File: src/verilog/mixer_pkg.sv
`default_nettype none
package mixer_pkg;
  localparam int SAMPLE_W = 16;
  localparam int FREQ_W = 32;
  localparam int POFF_W = 16;
  localparam int SYNC_W = 4;
  localparam int CSEL_W = 4;
  localparam int GAIN_W = 11;
  localparam int GAIN_FRAC = 10;
  localparam int QPH_W = 12;
  localparam int QPH_FRAC = 12;
  localparam int OFFS_W = 13;
  localparam int LUT_AW = 6;
  localparam int TRIG_FRAC = 15;
  localparam int WIDE_W = 40;
  localparam int LATENCY = 5;
  localparam int CSEL_NEG4 = 0;
  localparam int CSEL_FS2 = 1;
  localparam int CSEL_POS4 = 2;
  localparam int CSEL_FS8 = 3;
  localparam logic [GAIN_W-1:0] GAIN_ONE = 11'h400;
  localparam logic [FREQ_W-1:0] ACC_RST = 32'h0000_0000;
  localparam logic [LUT_AW-1:0] QUARTER_STEP = 6'h10;
  localparam logic [2:0] FS8_RST = 3'h0;
  localparam logic [1:0] SEQ_RST = 2'h0;

  typedef logic signed [SAMPLE_W-1:0] sample_t;
  typedef logic [1:0] rot_t;

  localparam sample_t SMAX = 16'sh7FFF;
  localparam sample_t SMIN = 16'sh8000;
  localparam sample_t SZERO = 16'sh0000;

  // ************************************************
  // Saturation helpers
  // ************************************************
  function automatic sample_t sat16(input logic signed [WIDE_W-1:0] v);
    if (v > WIDE_W'(SMAX)) begin
      return SMAX;
    end else if (v < WIDE_W'(SMIN)) begin
      return SMIN;
    end
    return v[SAMPLE_W-1:0];
  endfunction

  function automatic sample_t neg16(input sample_t v);
    return sat16(-WIDE_W'(v));
  endfunction
endpackage
`default_nettype wire

File: src/verilog/iq_sample_if.sv
`timescale 1ns/1ns
`default_nettype none
interface iq_sample_if;
  import mixer_pkg::*;
  sample_t re;
  sample_t im;
  modport src(output re, output im);
  modport dst(input re, input im);
endinterface
`default_nettype wire

File: src/verilog/osc_sine_rom.sv
`timescale 1ns/1ns
`default_nettype none
module osc_sine_rom (
  input wire logic i_clk,
  input wire logic [mixer_pkg::LUT_AW-1:0] i_sin_idx,
  output mixer_pkg::sample_t o_sin,
  output mixer_pkg::sample_t o_cos
);
  import mixer_pkg::*;

  // ************************************************
  // Quarter wave table, full wave by symmetry
  // ************************************************
  function automatic sample_t quarter(input logic [4:0] k);
    case (k)
      5'h00: quarter = 16'sh0000;
      5'h01: quarter = 16'sh0C8C;
      5'h02: quarter = 16'sh18F9;
      5'h03: quarter = 16'sh2528;
      5'h04: quarter = 16'sh30FC;
      5'h05: quarter = 16'sh3C57;
      5'h06: quarter = 16'sh471D;
      5'h07: quarter = 16'sh5134;
      5'h08: quarter = 16'sh5A82;
      5'h09: quarter = 16'sh62F2;
      5'h0A: quarter = 16'sh6A6E;
      5'h0B: quarter = 16'sh70E3;
      5'h0C: quarter = 16'sh7642;
      5'h0D: quarter = 16'sh7A7D;
      5'h0E: quarter = 16'sh7D8A;
      5'h0F: quarter = 16'sh7F62;
      default: quarter = 16'sh7FFF;
    endcase
  endfunction

  function automatic sample_t wave(input logic [LUT_AW-1:0] a);
    logic [4:0] k;
    k = a[4] ? 5'(5'h10 - {1'b0, a[3:0]}) : {1'b0, a[3:0]};
    wave = a[5] ? -quarter(k) : quarter(k);
  endfunction

  logic [LUT_AW-1:0] cos_idx;
  assign cos_idx = i_sin_idx + QUARTER_STEP;

  always_ff @(posedge i_clk) begin
    o_sin <= wave(i_sin_idx);
    o_cos <= wave(cos_idx);
  end
endmodule
`default_nettype wire

File: src/verilog/coarse_rotator.sv
`timescale 1ns/1ns
`default_nettype none
module coarse_rotator (
  input wire logic i_clk,
  input wire logic i_nrst,
  input wire logic i_sync,
  input wire logic [2:0] i_rot_sel,
  iq_sample_if.dst up,
  iq_sample_if.src down
);
  import mixer_pkg::*;

  logic [1:0] seq_n;
  rot_t rot;

  // ************************************************
  // Sample position within the four-sample cycle
  // ************************************************
  always_ff @(posedge i_clk) begin
    if (!i_nrst || i_sync) begin
      seq_n <= SEQ_RST;
    end else begin
      seq_n <= seq_n + 2'h1;
    end
  end

  // Rotation by j^rot, stages composed by bit
  always_comb begin
    rot = '0;
    if (i_rot_sel[CSEL_FS2]) begin
      rot = rot + {seq_n[0], 1'b0};
    end
    if (i_rot_sel[CSEL_POS4]) begin
      rot = rot + seq_n;
    end
    if (i_rot_sel[CSEL_NEG4]) begin
      rot = rot - seq_n;
    end
  end

  always_ff @(posedge i_clk) begin
    if (!i_nrst) begin
      down.re <= SZERO;
      down.im <= SZERO;
    end else begin
      case (rot)
        2'h0: begin
          down.re <= up.re;
          down.im <= up.im;
        end
        2'h1: begin
          down.re <= neg16(up.im);
          down.im <= up.re;
        end
        2'h2: begin
          down.re <= neg16(up.re);
          down.im <= neg16(up.im);
        end
        default: begin
          down.re <= up.im;
          down.im <= neg16(up.re);
        end
      endcase
    end
  end
endmodule
`default_nettype wire

File: src/verilog/complex_mixer_iq_correction.sv
`timescale 1ns/1ns
`default_nettype none
module complex_mixer_iq_correction (
  input wire logic i_clk,
  input wire logic i_nrst,
  input wire mixer_pkg::sample_t i_i_data,
  input wire mixer_pkg::sample_t i_q_data,
  input wire logic i_full_oscillator_mixer,
  input wire logic [mixer_pkg::FREQ_W-1:0] i_osc_freq_word,
  input wire logic [mixer_pkg::POFF_W-1:0] i_osc_phase_offset,
  input wire logic [mixer_pkg::SYNC_W-1:0] i_osc_sync_source_sel,
  input wire logic [mixer_pkg::SYNC_W-1:0] i_sync_pins,
  input wire logic [mixer_pkg::CSEL_W-1:0] i_coarse_sel,
  input wire logic i_mixer_gain,
  input wire logic [mixer_pkg::GAIN_W-1:0] i_qmc_gain,
  input wire logic [mixer_pkg::QPH_W-1:0] i_qmc_phase,
  input wire logic [mixer_pkg::OFFS_W-1:0] i_i_dc_offset_word,
  input wire logic [mixer_pkg::OFFS_W-1:0] i_q_dc_offset_word,
  output mixer_pkg::sample_t o_i_data,
  output mixer_pkg::sample_t o_q_data,
  output logic [mixer_pkg::FREQ_W-1:0] o_osc_phase
);
  import mixer_pkg::*;

  localparam sample_t HALF_PROBE = 16'sh3FFE;
  localparam sample_t EIGHTH_TERM = 16'sh5A82;
  localparam sample_t QPH_PROBE = 16'shC000;
  localparam logic [QPH_W-1:0] QPH_MIN = 12'h800;
  localparam logic [QPH_W-1:0] QPH_ZERO = 12'h000;
  localparam logic [OFFS_W-1:0] OFFS_ZERO = 13'h0000;
  localparam logic [CSEL_W-1:0] CSEL_NONE = 4'h0;
  localparam logic [CSEL_W-1:0] CSEL_EIGHTH = 4'h8;
  localparam logic [CSEL_W-1:0] CSEL_NEGQ = 4'h1;

  // ************************************************
  // Sync pin synchronisers and edge detect
  // ************************************************
  logic [SYNC_W-1:0] sy1;
  logic [SYNC_W-1:0] sy2;
  logic [SYNC_W-1:0] sy3;
  logic [SYNC_W-1:0] sy_lvl;
  logic [SYNC_W-1:0] sy_rise;
  logic sync_evt;

  always_ff @(posedge i_clk) begin
    if (!i_nrst) begin
      sy1 <= '0;
      sy2 <= '0;
      sy3 <= '0;
      sy_lvl <= '0;
    end else begin
      sy1 <= i_sync_pins;
      sy2 <= sy1;
      sy3 <= sy2;
      sy_lvl <= (~(sy2 ^ sy3) & sy3) | ((sy2 ^ sy3) & sy_lvl);
    end
  end

  // A level change counts only once stages two and three agree
  assign sy_rise = sy2 & sy3 & ~sy_lvl;
  assign sync_evt = |(sy_rise & i_osc_sync_source_sel);

  // ************************************************
  // Oscillator accumulators
  // ************************************************
  logic [FREQ_W-1:0] acc;
  logic [2:0] fs8_cnt;
  logic [POFF_W-1:0] osc_phase;
  logic [LUT_AW-1:0] lut_idx;

  always_ff @(posedge i_clk) begin
    if (!i_nrst || sync_evt) begin
      acc <= ACC_RST;
    end else begin
      acc <= acc + i_osc_freq_word;
    end
  end

  always_ff @(posedge i_clk) begin
    if (!i_nrst || sync_evt) begin
      fs8_cnt <= FS8_RST;
    end else begin
      fs8_cnt <= fs8_cnt + 3'h1;
    end
  end

  assign o_osc_phase = acc;
  assign osc_phase = acc[FREQ_W-1 -: POFF_W] + i_osc_phase_offset;

  // Eighth-rate mode steps the table by one eighth turn per sample
  always_comb begin
    if (i_coarse_sel[CSEL_FS8]) begin
      lut_idx = {fs8_cnt, 3'h0};
    end else begin
      lut_idx = osc_phase[POFF_W-1 -: LUT_AW];
    end
  end

  // ************************************************
  // Sine and cosine terms
  // ************************************************
  sample_t trig_sin;
  sample_t trig_cos;

  osc_sine_rom u_rom (
    .i_clk(i_clk),
    .i_sin_idx(lut_idx),
    .o_sin(trig_sin),
    .o_cos(trig_cos)
  );

  // ************************************************
  // Input register, aligned with the table output
  // ************************************************
  sample_t d_i;
  sample_t d_q;

  always_ff @(posedge i_clk) begin
    if (!i_nrst) begin
      d_i <= SZERO;
      d_q <= SZERO;
    end else begin
      d_i <= i_i_data;
      d_q <= i_q_data;
    end
  end

  // ************************************************
  // Complex multiplier
  // ************************************************
  logic mult_en;
  logic signed [WIDE_W-1:0] prod_i;
  logic signed [WIDE_W-1:0] prod_q;
  logic signed [WIDE_W-1:0] next_mi;
  logic signed [WIDE_W-1:0] next_mq;

  assign mult_en = i_full_oscillator_mixer | i_coarse_sel[CSEL_FS8];

  always_comb begin
    prod_i = WIDE_W'(d_i) * WIDE_W'(trig_cos) - WIDE_W'(d_q) * WIDE_W'(trig_sin);
    prod_q = WIDE_W'(d_i) * WIDE_W'(trig_sin) + WIDE_W'(d_q) * WIDE_W'(trig_cos);
    if (i_mixer_gain) begin
      next_mi = prod_i >>> TRIG_FRAC;
      next_mq = prod_q >>> TRIG_FRAC;
    end else begin
      next_mi = prod_i >>> (TRIG_FRAC + 1);
      next_mq = prod_q >>> (TRIG_FRAC + 1);
    end
  end

  iq_sample_if mix_bus ();
  iq_sample_if crs_bus ();

  always_ff @(posedge i_clk) begin
    if (!i_nrst) begin
      mix_bus.re <= SZERO;
      mix_bus.im <= SZERO;
    end else if (mult_en) begin
      mix_bus.re <= sat16(next_mi);
      mix_bus.im <= sat16(next_mq);
    end else begin
      mix_bus.re <= d_i;
      mix_bus.im <= d_q;
    end
  end

  // ************************************************
  // Coarse sign and swap stage
  // ************************************************
  coarse_rotator u_coarse (
    .i_clk(i_clk),
    .i_nrst(i_nrst),
    .i_sync(sync_evt),
    .i_rot_sel(i_coarse_sel[CSEL_POS4:CSEL_NEG4]),
    .up(mix_bus.dst),
    .down(crs_bus.src)
  );

  // ************************************************
  // Correction gain
  // ************************************************
  sample_t g_i;
  sample_t g_q;
  logic signed [WIDE_W-1:0] gain_s;

  assign gain_s = WIDE_W'($signed({1'b0, i_qmc_gain}));

  always_ff @(posedge i_clk) begin
    if (!i_nrst) begin
      g_i <= SZERO;
      g_q <= SZERO;
    end else begin
      g_i <= sat16((WIDE_W'(crs_bus.re) * gain_s) >>> GAIN_FRAC);
      g_q <= sat16((WIDE_W'(crs_bus.im) * gain_s) >>> GAIN_FRAC);
    end
  end

  // ************************************************
  // Phase correction and DC offset
  // ************************************************
  logic signed [WIDE_W-1:0] skew;
  logic signed [WIDE_W-1:0] offs_i;
  logic signed [WIDE_W-1:0] offs_q;

  assign skew = (WIDE_W'(g_q) * WIDE_W'($signed(i_qmc_phase))) >>> QPH_FRAC;
  assign offs_i = WIDE_W'($signed(i_i_dc_offset_word));
  assign offs_q = WIDE_W'($signed(i_q_dc_offset_word));

  always_ff @(posedge i_clk) begin
    if (!i_nrst) begin
      o_i_data <= SZERO;
      o_q_data <= SZERO;
    end else begin
      o_i_data <= sat16(WIDE_W'(g_i) + skew + offs_i);
      o_q_data <= sat16(WIDE_W'(g_q) + offs_q);
    end
  end

  logic neutral;
  assign neutral = i_qmc_gain == GAIN_ONE && i_qmc_phase == QPH_ZERO &&
    i_i_dc_offset_word == OFFS_ZERO && i_q_dc_offset_word == OFFS_ZERO &&
    i_coarse_sel == CSEL_NONE && !i_full_oscillator_mixer;
endmodule
`default_nettype wire

File: config.mk
export PLATFORM = sky130hd
export DESIGN_NAME = complex_mixer_iq_correction
export DESIGN_NICKNAME = d
export VERILOG_FILES = /design/src/verilog/mixer_pkg.sv /design/src/verilog/iq_sample_if.sv /design/src/verilog/osc_sine_rom.sv /design/src/verilog/coarse_rotator.sv /design/src/verilog/complex_mixer_iq_correction.sv
export SDC_FILE = /design/constraint.sdc
export NUM_CORES = 2
export LEC_CHECK = 0
export BUFFER_PORTS_ARGS = -buffer_cell sky130_fd_sc_hd__buf_4
export CORE_ASPECT_RATIO = 1.25
export CORE_MARGIN = 4
export CORE_UTILIZATION = 35
export DETAILED_ROUTE_END_ITERATION = 10
export HOLD_SLACK_MARGIN = 0.12
export PLACE_DENSITY = 0.55
export SYNTH_ARGS = -nofsm -noshare
export SYNTH_HDL_FRONTEND = slang
export SYNTH_HIERARCHICAL = 1
export SYNTH_SLANG_ARGS = --single-unit
File: constraint.sdc
create_clock -name i_clk -period 18 [get_ports i_clk]
set_clock_uncertainty 0.2 [all_clocks]
set_input_delay 0.9 -clock i_clk [delete_from_list [all_inputs] [get_ports i_clk]]
set_output_delay 0.9 -clock i_clk [all_outputs]
set_load 0.05 [all_outputs]
==> out/metrics.json <==
{
  "cp-end-kind": {"value": "register"},
  "tritoncts_num_sinks": {"value": 245},
  "outcome": {"value": "finished, final reports clean"},
  "postSynth.topFlopCell": {"value": "sky130_fd_sc_hd__dfxtp_1"},
  "layout.cells.most_common": {"value": "sky130_fd_sc_hd__inv_1"},
  "die_height": {"value": 521, "unit": "µm"},
  "detail_route.wl_per_cell": {"value": 19.5, "unit": "µm"},
  "placeableCoreArea": {"value": 210000, "unit": "µm²"},
  "crit_path_start": {"value": "u_rom/o_sin[1]"},
  "hold_class": {"value": "register to register"},
  "cells_after_synthesis": {"value": 8160},
  "r2r_start": {"value": "u_rom/o_sin[1]"},
  "drt-total-wl": {"value": 212, "unit": "mm"},
  "effective_utilization_at_floorplan": {"value": 35.2, "unit": "%"},
  "htree_levels": {"value": 2},
  "grt_pass1_wl": {"value": 339, "unit": "mm"},
  "finalWeightedCongestion": {"value": 0.897},
  "dpl.hpwl": {"value": 166, "unit": "mm"},
  "synthTopCellsByArea": {"value": "sky130_fd_sc_hd__fa_1 (46%), sky130_fd_sc_hd__inv_1 (9.9%), sky130_fd_sc_hd__ha_1 (9.6%)"},
  "path_max_fanout": {"value": 32},
  "synth-simple-area-share": {"value": 15.5, "unit": "%"},
  "max_freq": {"value": 102, "unit": "MHz"},
  "finalCritPeriodShare": {"value": 54.3, "unit": "%"},
  "synthMuxAreaShare": {"value": 0.415, "unit": "%"},
  "clk_transition_reported_paths": {"value": 0.06, "unit": "ns"},
  "per_cell_via_count_in_the_routed_design": {"value": 4.96},
  "cts.path.max_buffers": {"value": 3},
  "cp.required": {"value": 18.32, "unit": "ns"},
  "postCtsSetupRepairBufs": {"value": 0},
  "post_cts_hold_buffer_count": {"value": 0},
  "die_x": {"value": 419, "unit": "µm"},
  "register_area": {"value": 4910, "unit": "µm²"},
  "drv_slew": {"value": 0},
  "tns": {"value": 0, "unit": "ns"},
  "detailedRoute.firstIterationViolations": {"value": 2647},
  "fp.dieArea": {"value": 218000, "unit": "µm²"},
  "multi_input_area": {"value": 60000, "unit": "µm²"},
  "ctsResizeCount": {"value": 0},
  "synth_area_leader_cell": {"value": "sky130_fd_sc_hd__fa_1"},
  "timing.critical_path.from_type": {"value": "register"},
  "drt_pass1_iterations": {"value": 8},
  "area_delta_synth_final": {"value": 7.22, "unit": "%"},
  "reg2reg_depth": {"value": 25},
  "cap_violations": {"value": 0},
  "io-pin-count": {"value": 209},
  "antenna_violating_nets_post_route": {"value": 0},
  "maximum_number_of_pins_on_one_net_before_global_route_repair": {"value": 53},
  "fin_nets": {"value": 10500},
  "grt_antenna_before_repair": {"value": 6},
  "synthesis_stage_register_bit_count": {"value": 245},
  "worst_path_largest_cell_delay": {"value": 0.85, "unit": "ns"},
  "route.detailed.drc": {"value": 0},
  "grt.total_usage": {"value": 19.9, "unit": "%"},
  "final_setup_fails": {"value": 0},
  "cts_buf_count": {"value": 35},
  "asyncSetResetFlopFracSynth": {"value": 0, "unit": "%"},
  "post_synthesis_adder_cell_area_fraction": {"value": 55.3, "unit": "%"},
  "final.fill_count": {"value": 21400},
  "reg2reg_setup_slack": {"value": 8.23, "unit": "ns"},
  "timing.critical_path.arrival": {"value": 10.09, "unit": "ns"},
  "cp_common_cell": {"value": "sky130_fd_sc_hd__fa_1"},
  "critical_path_destination": {"value": "mix_bus.re[8]"},
  "post-route-min-period": {"value": 9.77, "unit": "ns"},
  "slew-limit-headroom": {"value": 18.0, "unit": "%"},
  "synth_cell_types": {"value": 113},
  "cts_tree": {"value": "done"},
  "yosys.area_share.xor_xnor": {"value": 2.74, "unit": "%"},
  "routed-via-count": {"value": 54000},
  "timing.critical_path.slowest_stage_cell": {"value": "sky130_fd_sc_hd__xnor2_1"},
  "seq_area_frac_synth": {"value": 6.64, "unit": "%"},
  "hold_viol": {"value": 0},
  "netlist_area_before_placement": {"value": 73800, "unit": "µm²"},
  "rsz0062_at_grt": {"value": "false"},
  "synth-edff-count": {"value": 0},
  "insertion_delay_to_the_later_sink_of_the_worst_skew_pair": {"value": 0.64, "unit": "ns"},
  "yosys.area.top_type_share": {"value": 45.7, "unit": "%"},
  "synthesized_area_fraction_occupied_by_ao_oa_aoi_and_oai_cells": {"value": 7.35, "unit": "%"},
  "timing_worst_setup_path_type": {"value": "register to register"},
  "grt_pass1_vias": {"value": 60400},
  "most-common-layout-cells": {"value": "sky130_fd_sc_hd__inv_1 (1951), sky130_fd_sc_hd__fa_1 (1687), sky130_fd_sc_hd__nand2_1 (881)"},
  "num_rows": {"value": 188},
  "ctsRootBufferMaster": {"value": "sky130_fd_sc_hd__clkbuf_16"},
  "global_route.overflow_total": {"value": 0},
  "synth_fp_nets": {"value": 10600},
  "synthesis.area_per_instance": {"value": 9.05, "unit": "µm²"},
  "combinational_family_with_the_most_area_after_synthesis": {"value": "adder cells"},
  "rr_endpoint": {"value": "mix_bus.re[8]"},
  "layout-drive-gt1-share": {"value": 5.43, "unit": "%"},
  "tightestPinTransition": {"value": 1.23, "unit": "ns"},
  "buffer_ports.inserted": {"value": 208},
  "yosys_warnings": {"value": 6}
}
==> cells in the mapped netlist, drive strengths merged (83+ instances only) <==
cell type  count
nor2         250
inv         1951
and2         794
xnor2        152
clkbuf       339
nand2        883
fa          1687
ha           565
a21oi        191
o21ai        185
dfxtp        245
a21o          83
==> area by class of cell <==
cell class	instances	area share, %
Clock inverter	15	0.326
Multi-Input combinational cell	5571	75.9
Clock buffer	49	1.21
Antenna cell	1	0.00316
Sequential cell	245	6.20
Inverter	1953	9.26
Timing Repair Buffer	294	2.79
Tap cell	2755	4.36
==> cells by family after synthesis <==
logic type | after synthesis
buffers and inverters | 2344
AND/OR/NAND/NOR | 2265
adder cells (fa/ha/maj) | 2252
AO/OA/AOI/OAI | 799
flip-flops | 245
XOR/XNOR | 228
multiplexers | 27
==> critical path: cells and delay by family (launching register included) <==
kind	cells	cell delay, ns
AO/OA/AOI/OAI	7	1.98
XOR/XNOR	1	0.85
adder cells (fa/ha/maj)	9	4.41
buffers and inverters	5	1.13
flip-flops	1	0.30
AND/OR/NAND/NOR	3	0.73
==> worst min path at each step <==
stage,from,to,cells after the start
after detailed placement,sy1[3],sy2[3],1
after floorplan,sy1[0],sy2[0],1
after CTS,i_i_data[1],d_i[1],2
final,sy1[3],sy2[3],1
after global routing,i_i_data[12],d_i[12],2
after global placement,sy1[1],sy2[1],1
==> stage by stage <==
stage               utilization, %  cell area [µm²]  setup WS, ns  hold slack, ns  std cells
floorplan                        -            73800          9.18           0.212       8160
global placement              37.1            77900          8.40           0.217      10800
detailed placement            37.1            77900          8.17           0.218      10800
CTS                           37.7            79100          8.27           0.209      10900
global route                  37.7            79100          7.86           0.234      10900
finish                        37.7            79100          8.23           0.231      10900
==> sequential cells by signal, summed over array words and instances (netlist names), named ones only <==
signal,flops
mix_bus.re,16
sy1,4
d_q,16
u_coarse/down.im,16
o_i_data,16
g_q,16
u_rom/o_cos,16
o_q_data,16
u_coarse/down.re,16
d_i,16
u_coarse/seq_n,2
mix_bus.im,16
o_osc_phase,32
u_rom/o_sin,16
sy3,4
g_i,16
sy2,4
fs8_cnt,3
==> metal layers <==
| layer | vias up | track usage (%) | share of wire (%) |
|---|---|---|---|
| met2 | 1343 | 37.6 | 53 |
| met5 | - | 0 | 0.0061 |
| li1 | 24200 | - | - |
| met4 | 2 | 7.93 | 4.6 |
| met1 | 28000 | 22.7 | 38 |
| met3 | 422 | 2.29 | 4.4 |
Power is left out: the tool's default activity adds up to more than one toggle a clock period on the data nets, which glitch-free logic cannot reach.
